--- src/logic/burst_cfg_defs.vh ---
// constants for the burst read configuration byte and its read engine
// assumes inclusion by bare name from the logic/ folder
`ifndef BURST_CFG_DEFS_VH
`define BURST_CFG_DEFS_VH

`define CFG_RESET 8'h07
`define CFG_WRAP_RESET 3'h0
`define WRAP_ONCE_BIT 7
`define WRAP_SIZE_HI 6
`define WRAP_SIZE_LO 5
`define PROTECT_PIN_BIT 4
`define LATENCY_HI 3
`define LATENCY_LO 0
`define LATENCY_RESV_BIT 3

`define DUMMY_BASE 5'h08
`define DUMMY_MAX 5'h16
`define SPI_FIXED_DUMMY 5'h08
`define STATUS_DUMMY_SPI 5'h08
`define STATUS_DUMMY_OCTAL 5'h04

`define CMD_FAST_READ 8'h0B
`define CMD_OTP_READ 8'h77
`define CMD_WRAP_READ 8'h0C
`define CMD_STATUS_READ 8'h65
`define STATUS_ADDR_CFG 8'h03

`define LINE_MIN 7'h08

`endif

--- src/logic/burst_read_config_register.v ---
// burst read configuration byte with its dummy counter and read engine
// assumes a command decoder on sys_clk; sck, chip select and wp are pins
// Notes on behaviour
// - wrap mode sits in bit 7 and wrap length in bits 6..5 of the byte.
// - wrap settings are untouched by switching between spi and octal.
// - with wrap mode clear a wrap read cycles inside one line forever.
// - with wrap mode set the first line is read once, then the next line.
// - wrap length codes 0..3 give 8, 16, 32 and 64 byte lines.
// - power-up and the reset command give 8-byte continuous wrap, bits 000.
// - bit 4 reads 0 while write protect is asserted and 1 otherwise.
// - the protect bit is only meaningful in single-line spi mode.
// - in octal mode the programmable dummy count serves 0Bh, 77h and 0Ch.
// - dummy codes 0..7 give 8 to 22 cycles in steps of two; 8..15 reserved.
// - after power-up the dummy field is 7, i.e. 22 cycles.
// - dummy cycles are whole sck periods in sdr and ddr alike.
// - in spi mode fast-read dummy counts stay fixed.
// - status read 65h takes a register address, dummies, then msb first.
`timescale 1ns/1ps
`default_nettype none
`include "burst_cfg_defs.vh"

module burst_read_config_register #(
  parameter ADDR_W = 24,
  parameter [4:0] SPI_DUMMY = `SPI_FIXED_DUMMY
) (
  input wire sys_clk,
  input wire resetn,
  input wire clkEn,
  input wire sckPin,
  input wire chipSelectPin_n,
  input wire writeProtectPin_n,
  input wire octalMode,
  input wire ddrMode,
  input wire resetCmd,
  input wire cfgWrite,
  input wire [7:0] cfgWriteData,
  input wire readStart,
  input wire [7:0] readCmd,
  input wire [ADDR_W-1:0] readAddr,
  output wire [7:0] cfgReadData,
  output reg [4:0] dummyCycles,
  output wire busy,
  output reg dataPhase,
  output reg arrayStep,
  output wire [ADDR_W-1:0] arrayAddr,
  output reg [7:0] ioOut,
  output reg [7:0] ioOe_n
);

  localparam [1:0] ST_IDLE = 2'b00;
  localparam [1:0] ST_DUMMY = 2'b01;
  localparam [1:0] ST_DATA = 2'b10;
  localparam [7:0] CFG_RST = `CFG_RESET;

  // configuration fields
  reg wrapOnce_reg;
  reg [1:0] wrapSize_reg;
  reg [3:0] latency_reg;

  // synchronised pins
  wire [2:0] pinsSync;
  wire sckSync = pinsSync[0];
  wire csSync_n = pinsSync[1];
  wire wpSync_n = pinsSync[2];
  reg sckPrev_reg;
  wire sckRise = sckSync & ~sckPrev_reg;
  wire sckFall = ~sckSync & sckPrev_reg;

  // read engine
  reg [1:0] state_reg;
  reg [1:0] state_next;
  reg [4:0] dummyCnt_reg;
  reg [4:0] dummyCnt_next;
  reg isStatus_reg;
  reg [7:0] statAddr_reg;
  reg [7:0] statAddr_next;
  reg [7:0] shift_reg;
  reg [7:0] shift_next;
  reg [2:0] bitCnt_reg;
  reg [2:0] bitCnt_next;
  reg octal_reg;
  reg ddr_reg;
  reg [4:0] dummyLoad;
  reg beat;

  pin_sync #(
    .WIDTH(3),
    // sck idles low, so no false edge leaves reset
    .INIT(3'b110)
  ) u_pin_sync (
    .sys_clk(sys_clk),
    .resetn(resetn),
    .clkEn(clkEn),
    .pinIn({writeProtectPin_n, chipSelectPin_n, sckPin}),
    .pinOut(pinsSync)
  );

  // commands that take the programmable dummy count
  function is_programmable;
    input [7:0] cmd;
    begin
      is_programmable = (cmd == `CMD_FAST_READ) || (cmd == `CMD_OTP_READ) ||
        (cmd == `CMD_WRAP_READ);
    end
  endfunction

  // status register byte selected by address
  function [7:0] status_byte;
    input [7:0] addr;
    input [7:0] cfgByte;
    begin
      status_byte = (addr == `STATUS_ADDR_CFG) ? cfgByte : 8'h00;
    end
  endfunction

  // dummy decode, reserved codes treated as longest
  function [4:0] latency_cycles;
    input [3:0] code;
    begin
      if (code[`LATENCY_RESV_BIT])
        latency_cycles = `DUMMY_MAX;
      else
        latency_cycles = `DUMMY_BASE + {1'b0, code[2:0], 1'b0};
    end
  endfunction

  // protect pin level in bit 4
  // pin level shown in any mode
  assign cfgReadData = {wrapOnce_reg, wrapSize_reg, wpSync_n, latency_reg};

  always @(posedge sys_clk) begin
    if (!resetn) begin
      wrapOnce_reg <= CFG_RST[`WRAP_ONCE_BIT];
      wrapSize_reg <= CFG_RST[`WRAP_SIZE_HI:`WRAP_SIZE_LO];
      latency_reg <= CFG_RST[`LATENCY_HI:`LATENCY_LO];
    end else if (clkEn) begin
      if (resetCmd) begin
        {wrapOnce_reg, wrapSize_reg} <= `CFG_WRAP_RESET;
      end else if (cfgWrite) begin
        wrapOnce_reg <= cfgWriteData[`WRAP_ONCE_BIT];
        wrapSize_reg <= cfgWriteData[`WRAP_SIZE_HI:`WRAP_SIZE_LO];
        latency_reg <= cfgWriteData[`LATENCY_HI:`LATENCY_LO];
      end
    end
  end

  // dummy count chosen at command start
  always @* begin
    if (readCmd == `CMD_STATUS_READ) begin
      dummyLoad = octalMode ? `STATUS_DUMMY_OCTAL : `STATUS_DUMMY_SPI;
    end else if (octalMode && is_programmable(readCmd)) begin
      dummyLoad = latency_cycles(latency_reg);
    end else begin
      dummyLoad = SPI_DUMMY;
    end
  end

  // data beats: octal ddr on both edges, else falling edge
  always @* begin
    if (ddr_reg && octal_reg)
      beat = sckRise | sckFall;
    else
      beat = sckFall;
  end

  always @* begin
    state_next = state_reg;
    dummyCnt_next = dummyCnt_reg;
    statAddr_next = statAddr_reg;
    shift_next = shift_reg;
    bitCnt_next = bitCnt_reg;
    arrayStep = 1'b0;
    case (state_reg)
      ST_IDLE: begin
        if (readStart) begin
          state_next = ST_DUMMY;
          dummyCnt_next = dummyLoad;
          statAddr_next = readAddr[7:0];
          bitCnt_next = 3'h0;
        end
      end
      ST_DUMMY: begin
        if (sckRise && dummyCnt_reg != 5'h00)
          dummyCnt_next = dummyCnt_reg - 5'h01;
        // first byte on the fall closing the last dummy
        if (sckFall && dummyCnt_reg == 5'h00) begin
          state_next = ST_DATA;
          shift_next = status_byte(statAddr_reg, cfgReadData);
        end
      end
      ST_DATA: begin
        if (beat) begin
          if (octal_reg) begin
            arrayStep = ~isStatus_reg;
            statAddr_next = statAddr_reg + 8'h01;
            shift_next = status_byte(statAddr_next, cfgReadData);
          end else begin
            bitCnt_next = bitCnt_reg + 3'h1;
            shift_next = {shift_reg[6:0], 1'b0};
            if (bitCnt_reg == 3'h7) begin
              arrayStep = ~isStatus_reg;
              statAddr_next = statAddr_reg + 8'h01;
              shift_next = status_byte(statAddr_next, cfgReadData);
            end
          end
        end
      end
      default: begin
        state_next = ST_IDLE;
      end
    endcase
    if (csSync_n && state_reg != ST_IDLE)
      state_next = ST_IDLE;
  end

  always @(posedge sys_clk) begin
    if (!resetn) begin
      state_reg <= ST_IDLE;
      dummyCnt_reg <= 5'h00;
      statAddr_reg <= 8'h00;
      shift_reg <= 8'h00;
      bitCnt_reg <= 3'h0;
      sckPrev_reg <= 1'b0;
      isStatus_reg <= 1'b0;
      octal_reg <= 1'b0;
      ddr_reg <= 1'b0;
      dummyCycles <= 5'h00;
      dataPhase <= 1'b0;
    end else if (clkEn) begin
      sckPrev_reg <= sckSync;
      state_reg <= state_next;
      dummyCnt_reg <= dummyCnt_next;
      statAddr_reg <= statAddr_next;
      shift_reg <= shift_next;
      bitCnt_reg <= bitCnt_next;
      dataPhase <= (state_next == ST_DATA);
      if (state_reg == ST_IDLE && readStart) begin
        isStatus_reg <= (readCmd == `CMD_STATUS_READ);
        octal_reg <= octalMode;
        ddr_reg <= ddrMode;
        dummyCycles <= dummyLoad;
      end
    end
  end

  assign busy = (state_reg != ST_IDLE);

  // pin drive, enable low while driving
  always @(posedge sys_clk) begin
    if (!resetn) begin
      ioOut <= 8'h00;
      ioOe_n <= 8'hFF;
    end else if (clkEn) begin
      if (state_next == ST_DATA && isStatus_reg) begin
        if (octal_reg) begin
          ioOut <= shift_next;
          ioOe_n <= 8'h00;
        end else begin
          ioOut <= {6'h00, shift_next[7], 1'b0};
          ioOe_n <= 8'hFD;
        end
      end else begin
        ioOut <= 8'h00;
        ioOe_n <= 8'hFF;
      end
    end
  end

  wrap_addr_gen #(
    .ADDR_W(ADDR_W)
  ) u_wrap_addr_gen (
    .sys_clk(sys_clk),
    .resetn(resetn),
    .clkEn(clkEn),
    .load(state_reg == ST_IDLE && readStart),
    .startAddr(readAddr),
    .step(arrayStep),
    .wrapEnable(readCmd == `CMD_WRAP_READ),
    .onceMode(wrapOnce_reg),
    .sizeSel(wrapSize_reg),
    .addr(arrayAddr)
  );

endmodule // burst_read_config_register

`default_nettype wire

--- src/logic/pin_sync.v ---
// two-stage synchroniser for pins arriving from outside the sys_clk domain
// assumes the inputs are plain levels; first stage feeds only the second
`timescale 1ns/1ps
`default_nettype none

module pin_sync #(
  parameter WIDTH = 3,
  parameter [WIDTH-1:0] INIT = {WIDTH{1'b1}}
) (
  input wire sys_clk,
  input wire resetn,
  input wire clkEn,
  input wire [WIDTH-1:0] pinIn,
  output wire [WIDTH-1:0] pinOut
);

  reg [WIDTH-1:0] stage1_reg;
  reg [WIDTH-1:0] stage2_reg;

  genvar i;
  generate
    for (i = 0; i < WIDTH; i = i + 1) begin : g_bit
      always @(posedge sys_clk) begin
        if (!resetn) begin
          stage1_reg[i] <= INIT[i];
          stage2_reg[i] <= INIT[i];
        end else if (clkEn) begin
          stage1_reg[i] <= pinIn[i];
          stage2_reg[i] <= stage1_reg[i];
        end
      end
    end
  endgenerate

  assign pinOut = stage2_reg;

endmodule // pin_sync

`default_nettype wire

--- src/logic/wrap_addr_gen.v ---
// byte address generator for linear and wrapping burst reads
// assumes load and step are single-cycle pulses on sys_clk
`timescale 1ns/1ps
`default_nettype none
`include "burst_cfg_defs.vh"

module wrap_addr_gen #(
  parameter ADDR_W = 24
) (
  input wire sys_clk,
  input wire resetn,
  input wire clkEn,
  input wire load,
  input wire [ADDR_W-1:0] startAddr,
  input wire step,
  input wire wrapEnable,
  input wire onceMode,
  input wire [1:0] sizeSel,
  output wire [ADDR_W-1:0] addr
);

  reg [ADDR_W-1:0] addr_reg;
  reg [ADDR_W-1:0] addr_next;
  reg [6:0] sent_reg;
  reg [6:0] sent_next;
  reg wrapActive_reg;
  reg wrapActive_next;
  reg once_reg;
  reg [1:0] size_reg;

  wire [6:0] lineLen = `LINE_MIN << size_reg;
  wire [6:0] lineMask = lineLen - 7'h01;
  wire [ADDR_W-1:0] maskFull = {{(ADDR_W-7){1'b0}}, lineMask};
  wire [ADDR_W-1:0] lenFull = {{(ADDR_W-7){1'b0}}, lineLen};
  wire [ADDR_W-1:0] linear = addr_reg + {{(ADDR_W-1){1'b0}}, 1'b1};
  wire [ADDR_W-1:0] lineBase = addr_reg & ~maskFull;

  always @* begin
    addr_next = addr_reg;
    sent_next = sent_reg;
    wrapActive_next = wrapActive_reg;
    if (step) begin
      if (!wrapActive_reg) begin
        addr_next = linear;
      end else if (once_reg && sent_reg == lineMask) begin
        addr_next = lineBase + lenFull;
        wrapActive_next = 1'b0;
      end else begin
        addr_next = lineBase | (linear & maskFull);
        sent_next = sent_reg + 7'h01;
      end
    end
  end

  always @(posedge sys_clk) begin
    if (!resetn) begin
      addr_reg <= {ADDR_W{1'b0}};
      sent_reg <= 7'h00;
      wrapActive_reg <= 1'b0;
      once_reg <= 1'b0;
      size_reg <= 2'b00;
    end else if (clkEn) begin
      if (load) begin
        addr_reg <= startAddr;
        sent_reg <= 7'h00;
        wrapActive_reg <= wrapEnable;
        once_reg <= onceMode;
        size_reg <= sizeSel;
      end else begin
        addr_reg <= addr_next;
        sent_reg <= sent_next;
        wrapActive_reg <= wrapActive_next;
      end
    end
  end

  assign addr = addr_reg;

endmodule // wrap_addr_gen

`default_nettype wire

--- config.mk ---
export PLATFORM = sky130hd
export DESIGN_NAME = burst_read_config_register
export DESIGN_NICKNAME = d
export VERILOG_FILES = /design/src/logic/burst_read_config_register.v /design/src/logic/pin_sync.v /design/src/logic/wrap_addr_gen.v
export VERILOG_INCLUDE_DIRS = /design/src /design/src/logic
export SDC_FILE = /design/constraint.sdc
export NUM_CORES = 1
export LEC_CHECK = 0
export BUFFER_PORTS_ARGS = -buffer_cell sky130_fd_sc_hd__buf_4
export CAP_MARGIN = 30
export CORE_UTILIZATION = 60
export CTS_CLUSTER_DIAMETER = 50
export DETAILED_ROUTE_END_ITERATION = 7
export PLACE_DENSITY = 0.89
export SLEW_MARGIN = 20
export SYNTH_ARGS = -nofsm -noshare
export SYNTH_HDL_FRONTEND = slang
export SYNTH_HIERARCHICAL = 1
export SYNTH_SLANG_ARGS = --single-unit
--- constraint.sdc ---
create_clock -name sys_clk -period 4.6 [get_ports sys_clk]
set_clock_uncertainty 0.2 [all_clocks]
set_input_delay 0.92 -clock sys_clk [delete_from_list [all_inputs] [get_ports sys_clk]]
set_output_delay 0.92 -clock sys_clk [all_outputs]
set_load 0.01 [all_outputs]
Yosys cells after proc, flatten, opt, wreduce, memory -nomap -nowiden
Cells that the tools add are included.

Word-level logic and storage cells: 143. Register bits after elaboration: 100. Input port bits: 51.

Add/sub/neg operators: 8. Multiplexer cells: 52. Reduce and logical (&&, ||, !) cells: 27. Bitwise logic cells: 11. Shift operators: 1. Eq/ne operators: 17.

Operators with widths (number): 2-to-1 mux 8 bit (14); 2-to-1 mux 24 bit (4); one-hot mux 8 bit (2 select lines) (2); 2-to-1 mux 7 bit (4); 2-to-1 mux 5 bit (5); adder 24 x 1 -> 24 bit, second input constant (1); adder 24 x 7 -> 24 bit (1); AND 24 bit (1); AND 24 x 7 -> 24 bit (1); inverter 7 -> 24 bit (1); OR 24 bit (1); equality test 8 x 2 -> 1 bit, second input constant (2); equality test 8 x 4 -> 1 bit, second input constant (2); equality test 8 x 7 -> 1 bit, second input constant (2); nonzero test 2 bit (6); 2-to-1 mux 1 bit (11); 2-to-1 mux 2 bit (5); one-hot mux 5 bit (2 select lines) (1); AND reduction 5 bit (2); 2-to-1 mux 3 bit (3); adder 8 x 1 -> 8 bit, second input constant (1); logical AND 1 bit (8); inequality test 2 bit, second input constant (4); AND reduction 4 bit (2); 24 further kinds (32).

Depth between registers and ports, before layout
Depth after elaboration: 9. Gate-level depth with buffers: 12. Gate-level depth less buffers: 10.

Modules after synthesis
The synthesis kept the hierarchy.

Modules (own cells, without submodules): burst_read_config_register (instances 1, cells each 399, area each 3193.1 um2); wrap_addr_gen (instances 1, cells each 382, area each 2842.7 um2); pin_sync (instances 1, cells each 19, area each 219.0 um2).

Least setup slack after synthesis
No wires, ideal clock.

Path kind: reg-to-reg. Start: register state_reg[0]. End: register u_wrap_addr_gen.addr_reg[12], in the netlist u_wrap_addr_gen/addr[12]. Slack: 1.465 ns. Path buffers: 3. Clock period less this slack: 3.135 ns. Stages on the path, launching flop included: 12. Data arrival time: 2.840 ns. Library setup time: 0.095 ns. Cell sequence: dfxtp_1 inv_1 ha_1 clkbuf_1 buf_1 nand2_1 nor3_1 o21ai_1 nor2_1 buf_2 o21ai_0 a221oi_1.

Word-level cells in the longest chain between the ends: 4. Elaborated cells between the ends (all ways): 7. Classes of those cells: eq/ne: 1; mux: 2; reduce/logical: 4.

Ends and longest elaborated chain: start: declaration (RTL line burst_read_config_register.v:70) `reg [1:0] state_reg;`; start signal: assignment (RTL line burst_read_config_register.v:231) `state_reg <= state_next;`; equality test 2 bit; 2-to-1 mux 1 bit (RTL line burst_read_config_register.v:173) `case (state_reg)`; named net arrayStep (RTL line burst_read_config_register.v:44) `output reg arrayStep,`; nonzero test 2 bit (no line); AND reduction 2 bit (no line); end signal: assignment (RTL line wrap_addr_gen.v:57) `addr_reg <= {ADDR_W{1'b0}};`; end signal: assignment (RTL line wrap_addr_gen.v:64) `addr_reg <= startAddr;`; end signal: assignment (RTL line wrap_addr_gen.v:70) `addr_reg <= addr_next;`; end: declaration (RTL line wrap_addr_gen.v:22) `reg [ADDR_W-1:0] addr_reg;`.

The timed path passes the listed nets, and every way through them passes these cells. A chain may end at the register's enable or synchronous reset.

Worst setup path in the final report
Start: register u_pin_sync.stage2_reg[0], in the netlist u_pin_sync/pinOut[0]. End: register u_wrap_addr_gen.addr_reg[15], in the netlist u_wrap_addr_gen/addr[15].

Word-level cells in the longest chain between the ends: 8. Elaborated cells between the ends (all ways): 9. Classes of those cells: mux: 3; bitwise: 4; reduce/logical: 2.

Ends and longest elaborated chain: start: declaration (RTL line pin_sync.v:18) `reg [WIDTH-1:0] stage2_reg;`; start signal: indexed assignment (RTL line pin_sync.v:26) `stage2_reg[i] <= INIT[i];`; start signal: indexed assignment (RTL line pin_sync.v:29) `stage2_reg[i] <= stage1_reg[i];`; inverter 1 bit (RTL line burst_read_config_register.v:67) `wire sckFall = ~sckSync & sckPrev_reg;`; AND 1 bit (RTL line burst_read_config_register.v:67); OR 1 bit (RTL line burst_read_config_register.v:161) `beat = sckRise | sckFall;`; 2-to-1 mux 1 bit * (RTL line burst_read_config_register.v:160) `if (ddr_reg && octal_reg)`; 2-to-1 mux 1 bit * (RTL line burst_read_config_register.v:192) `if (beat) begin`; 2-to-1 mux 1 bit * (RTL line burst_read_config_register.v:173); nonzero test 2 bit (no line) *; AND reduction 2 bit (no line) *.

Every way passes the cells marked *; elsewhere a longest branch is shown, timed or not.

==> flow_summary.yaml <==
status:
  run_status: "finished with violations"
  violated_checks: "design-rule violations"
pwr:
  ir_worst_vdd_v: 0.000162
  psw_mw: 0.555
  power_per_cell_area_mw_per_mm2: 259
  power_leakage_nw: 2.61
  power_frac_clock_pct: 32.7
  sequentialPowerShare_pct: 48.5
  internal-power_mw: 1.30
  sw_frac_of_total_pct: 30.0
  p_comb_share_pct: 18.8
global_route:
  met2_usage_pct: 55.2
  grt.met3_usage_pct: 4.14
  grtUsageMet1_pct: 43.1
  global_route.usage.total_pct: 33.3
  grt_pass1_wl_um: 29700
  top_usage_layer: "met2"
  pin_count_of_the_biggest_net_entering_global_routing: 60
  gr-total-overflow: 0
  via_count_of_the_first_global_routing_pass: 6192
  number_of_antenna_violations_at_the_first_check_in_global_routing: 0
worst_setup_path:
  critical-path-slowest-cell: "nor3_2"
  timing.critical_path.to_type: "flip-flop"
  cp.buffers_inverters: 1
  critical_path.max_stage_delay_ns: 0.63
  worst-setup-path-type: "flip-flop to flip-flop"
  cp_data_required_time_ns: 4.66
  worst_ep_arrival_time_ns: 3.86
  crit_fanout: 10
  worstSetupStartpointType: "flip-flop"
  crit_chain: "inv_1 > ha_1 > and3_1 > nor2_2 > nand2_1 > nor3_1 > o21ai_1 > nor3_2 > o221ai_1 > o2111a_1"
  crit_path_max_delay_family: "simple AND/OR/NAND/NOR gates"
placement:
  setup_slack_placement_ns: 0.952
  gp_routability_congestion: 0.954
  hpwl_um: 12900
  placedInstanceArea_mm2: 0.00693
  placement.io_buffers: 104
finish:
  num_antenna_cells: 0
  largest_reg_flops: 20
  layout.cells.most_common_list: "buf_4, dfxtp_1, nand2_1"
  area.growth.synth_to_final_pct: 14.4
  share_of_cells_above_drive_strength_1_pct: 18.8
  layout.cell_area.non_filler_mm2: 0.00716
  fillers: 798
  leading_cell_type_in_the_layout_fill_and_taps_excluded: "buf_4"
  fin_nets: 933
detailed_routing:
  first_iter_violations: 673
  viasPerCell: 6.63
  post-route-drc-count: 1
  ant_nets: 0
  routed_wirelength_um: 18200
  drt-wirelength-per-cell_um: 18.2
  detailedRoute.firstPassIterationCount: 8
  detailroute.via_count: 6634
timing:
  timing_hold_violations_final: 0
  worst-slew-pin-transition_ns: 0.863
  final.min_clock_period_ns: 3.80
  finalSetupViolCount: 0
  timing_max_transition_violations_final: 0
  timing.max_slew.rel_slack_pct: 42.4
  final_critical_path_setup_slack_ns: 0.801
  finalCritPeriodShare_pct: 82.6
  timing.fmax_mhz: 263
  grt_setup_unrepaired: "false"
  setup_total_negative_slack_ns: 0
logic_synthesis:
  synth_edf_count: 0
  postSynthAreaPerCell_um2: 7.82
  ys_warn_count: 6
  synth-async-reset-ratio_pct: 0
  yosys_register_bits: 93
  synth_largest_area_cell: "dfxtp_1"
  synth_flop_cell: "dfxtp_1"
  post_synth_num_cell_types: 97
  fraction_of_the_yosys_area_taken_by_sequential_cells_pct: 29.8
  yosys.area.top_type_share_pct: 29.8
  synth_area_leaders: "dfxtp_1, nand2_1, a21oi_1"
  synthCells: 800
  netlist_area_mm2: 0.00625
  post_synth_net_total: 868
clocking:
  cts_hold_buf: 0
  clk-insertion-delay-late_ns: 0.37
  cts.root.buffer_cell: "clkbuf_8"
  clock_buffers_created_by_tritoncts: 9
  clock-sinks: 93
  cts_max_path_buffers: 2
  clk_pin_slew_worst_paths_ns: 0.09
  number_of_post_cts_setup_repair_buffers: 0
  cts-resized-gates: 0
  cts-htree-levels: 3
  tritoncts: "yes"
floorplan:
  die_height_um: 104
  die-width_um: 104
  initial_core_util_pct: 62.8
  core_area_mm2: 0.00995
  rows: 36
  count_of_pins_on_the_block_boundary: 107
  die-area_mm2: 0.0108
flow_run:
  max_cap_violations: 0
worst_hold_path:
  min-delay-path-class: "flip-flop to flip-flop"
-- metrics by stage --
step	power, mW	hold slack (ns)	util, %	cells
floorplan	1.13	0.232	-	800
global placement	1.23	0.245	69.6	985
detailed placement	1.25	0.254	69.6	985
CTS	1.85	0.269	71.7	999
global route	1.93	0.288	71.9	1001
finish	1.85	0.274	71.9	1001
-- cells in the mapped netlist (all sizes together), types with 3 or more instances --
| cell | instances |
|---|---|
| a22oi | 9 |
| a21oi | 61 |
| dfxtp | 93 |
| buf | 31 |
| a21o | 4 |
| o21ai | 53 |
| o221a | 4 |
| nand2 | 81 |
| nor2 | 82 |
| a221oi | 9 |
| o21a | 4 |
| o211ai | 7 |
| a21boi | 4 |
| nor3 | 23 |
| or4b | 3 |
| and2 | 11 |
| xnor2 | 18 |
| nor4 | 10 |
| clkbuf | 27 |
| and3 | 8 |
| or2 | 5 |
| o22ai | 6 |
| nand2b | 4 |
| nand4b | 4 |
| o31ai | 7 |
| a31oi | 12 |
| a221o | 5 |
| or3 | 11 |
| o2bb2ai | 3 |
| nor2b | 5 |
| inv | 31 |
| mux2i | 14 |
| o32ai | 4 |
| o221ai | 12 |
| nand3 | 30 |
| and4 | 4 |
| a211oi | 16 |
| xor2 | 8 |
| nand3b | 3 |
| o311ai | 3 |
| nand4 | 12 |
| ha | 17 |
| o2111a | 4 |
-- cell families after synthesis --
group,after synthesis,share of synthesized area [%]
AND/OR/NAND/NOR,305,25.2
AO/OA/AOI/OAI,251,28.2
flip-flops,93,29.8
buffers and inverters,91,7.12
XOR/XNOR,26,3.64
adder cells (fa/ha/maj),17,3.40
multiplexers,16,2.60
other,1,0.0600
-- power groups by stage --
stage	logic [mW]	registers, mW	clock network, mW
floorplan	0.228	0.900	0
global placement	0.319	0.915	0
detailed placement	0.334	0.918	0
CTS	0.336	0.900	0.616
global route	0.375	0.905	0.648
finish	0.348	0.899	0.605
-- routing by layer --
layer / vias up / wire length (µm)
met1: 3103 / 7490
met3: 52 / 1600
met2: 395 / 8720
li1: 3084 / -
met5: - / 0
met4: 0 / 411
-- final cells by class --
cell class	instances	area, µm²	area share (%)
multi-input combinational	616	3950	55.2
sequential	93	1860	26.0
timing repair buffer	112	848	11.9
clock buffer	9	124	1.73
inverter	33	124	1.73
tap	133	166	2.33
clock inverter	5	85.1	1.19
-- worst paths after layout --
check                           slack (ns)                               endpoint                               from  cells after the start
worst max-delay path                  0.80  u_wrap_addr_gen/addr[15]$_SDFFE_PN0P_  u_pin_sync/pinOut[0]$_SDFFE_PN0P_                     10
worst min-delay path                  0.27            dummyCycles[1]$_SDFFE_PN0P_        dummyCycles[1]$_SDFFE_PN0P_                      2
worst max register to register        0.80  u_wrap_addr_gen/addr[15]$_SDFFE_PN0P_  u_pin_sync/pinOut[0]$_SDFFE_PN0P_                     10
worst min register to register        0.27            dummyCycles[1]$_SDFFE_PN0P_        dummyCycles[1]$_SDFFE_PN0P_                      2
-- worst min-delay path, stage by stage, from the launching register on --
cell	delay [ns]
dfxtp_1	0.33
nand2_1	0.05
a21oi_1	0.05
Power figures use the tool's default switching activity.
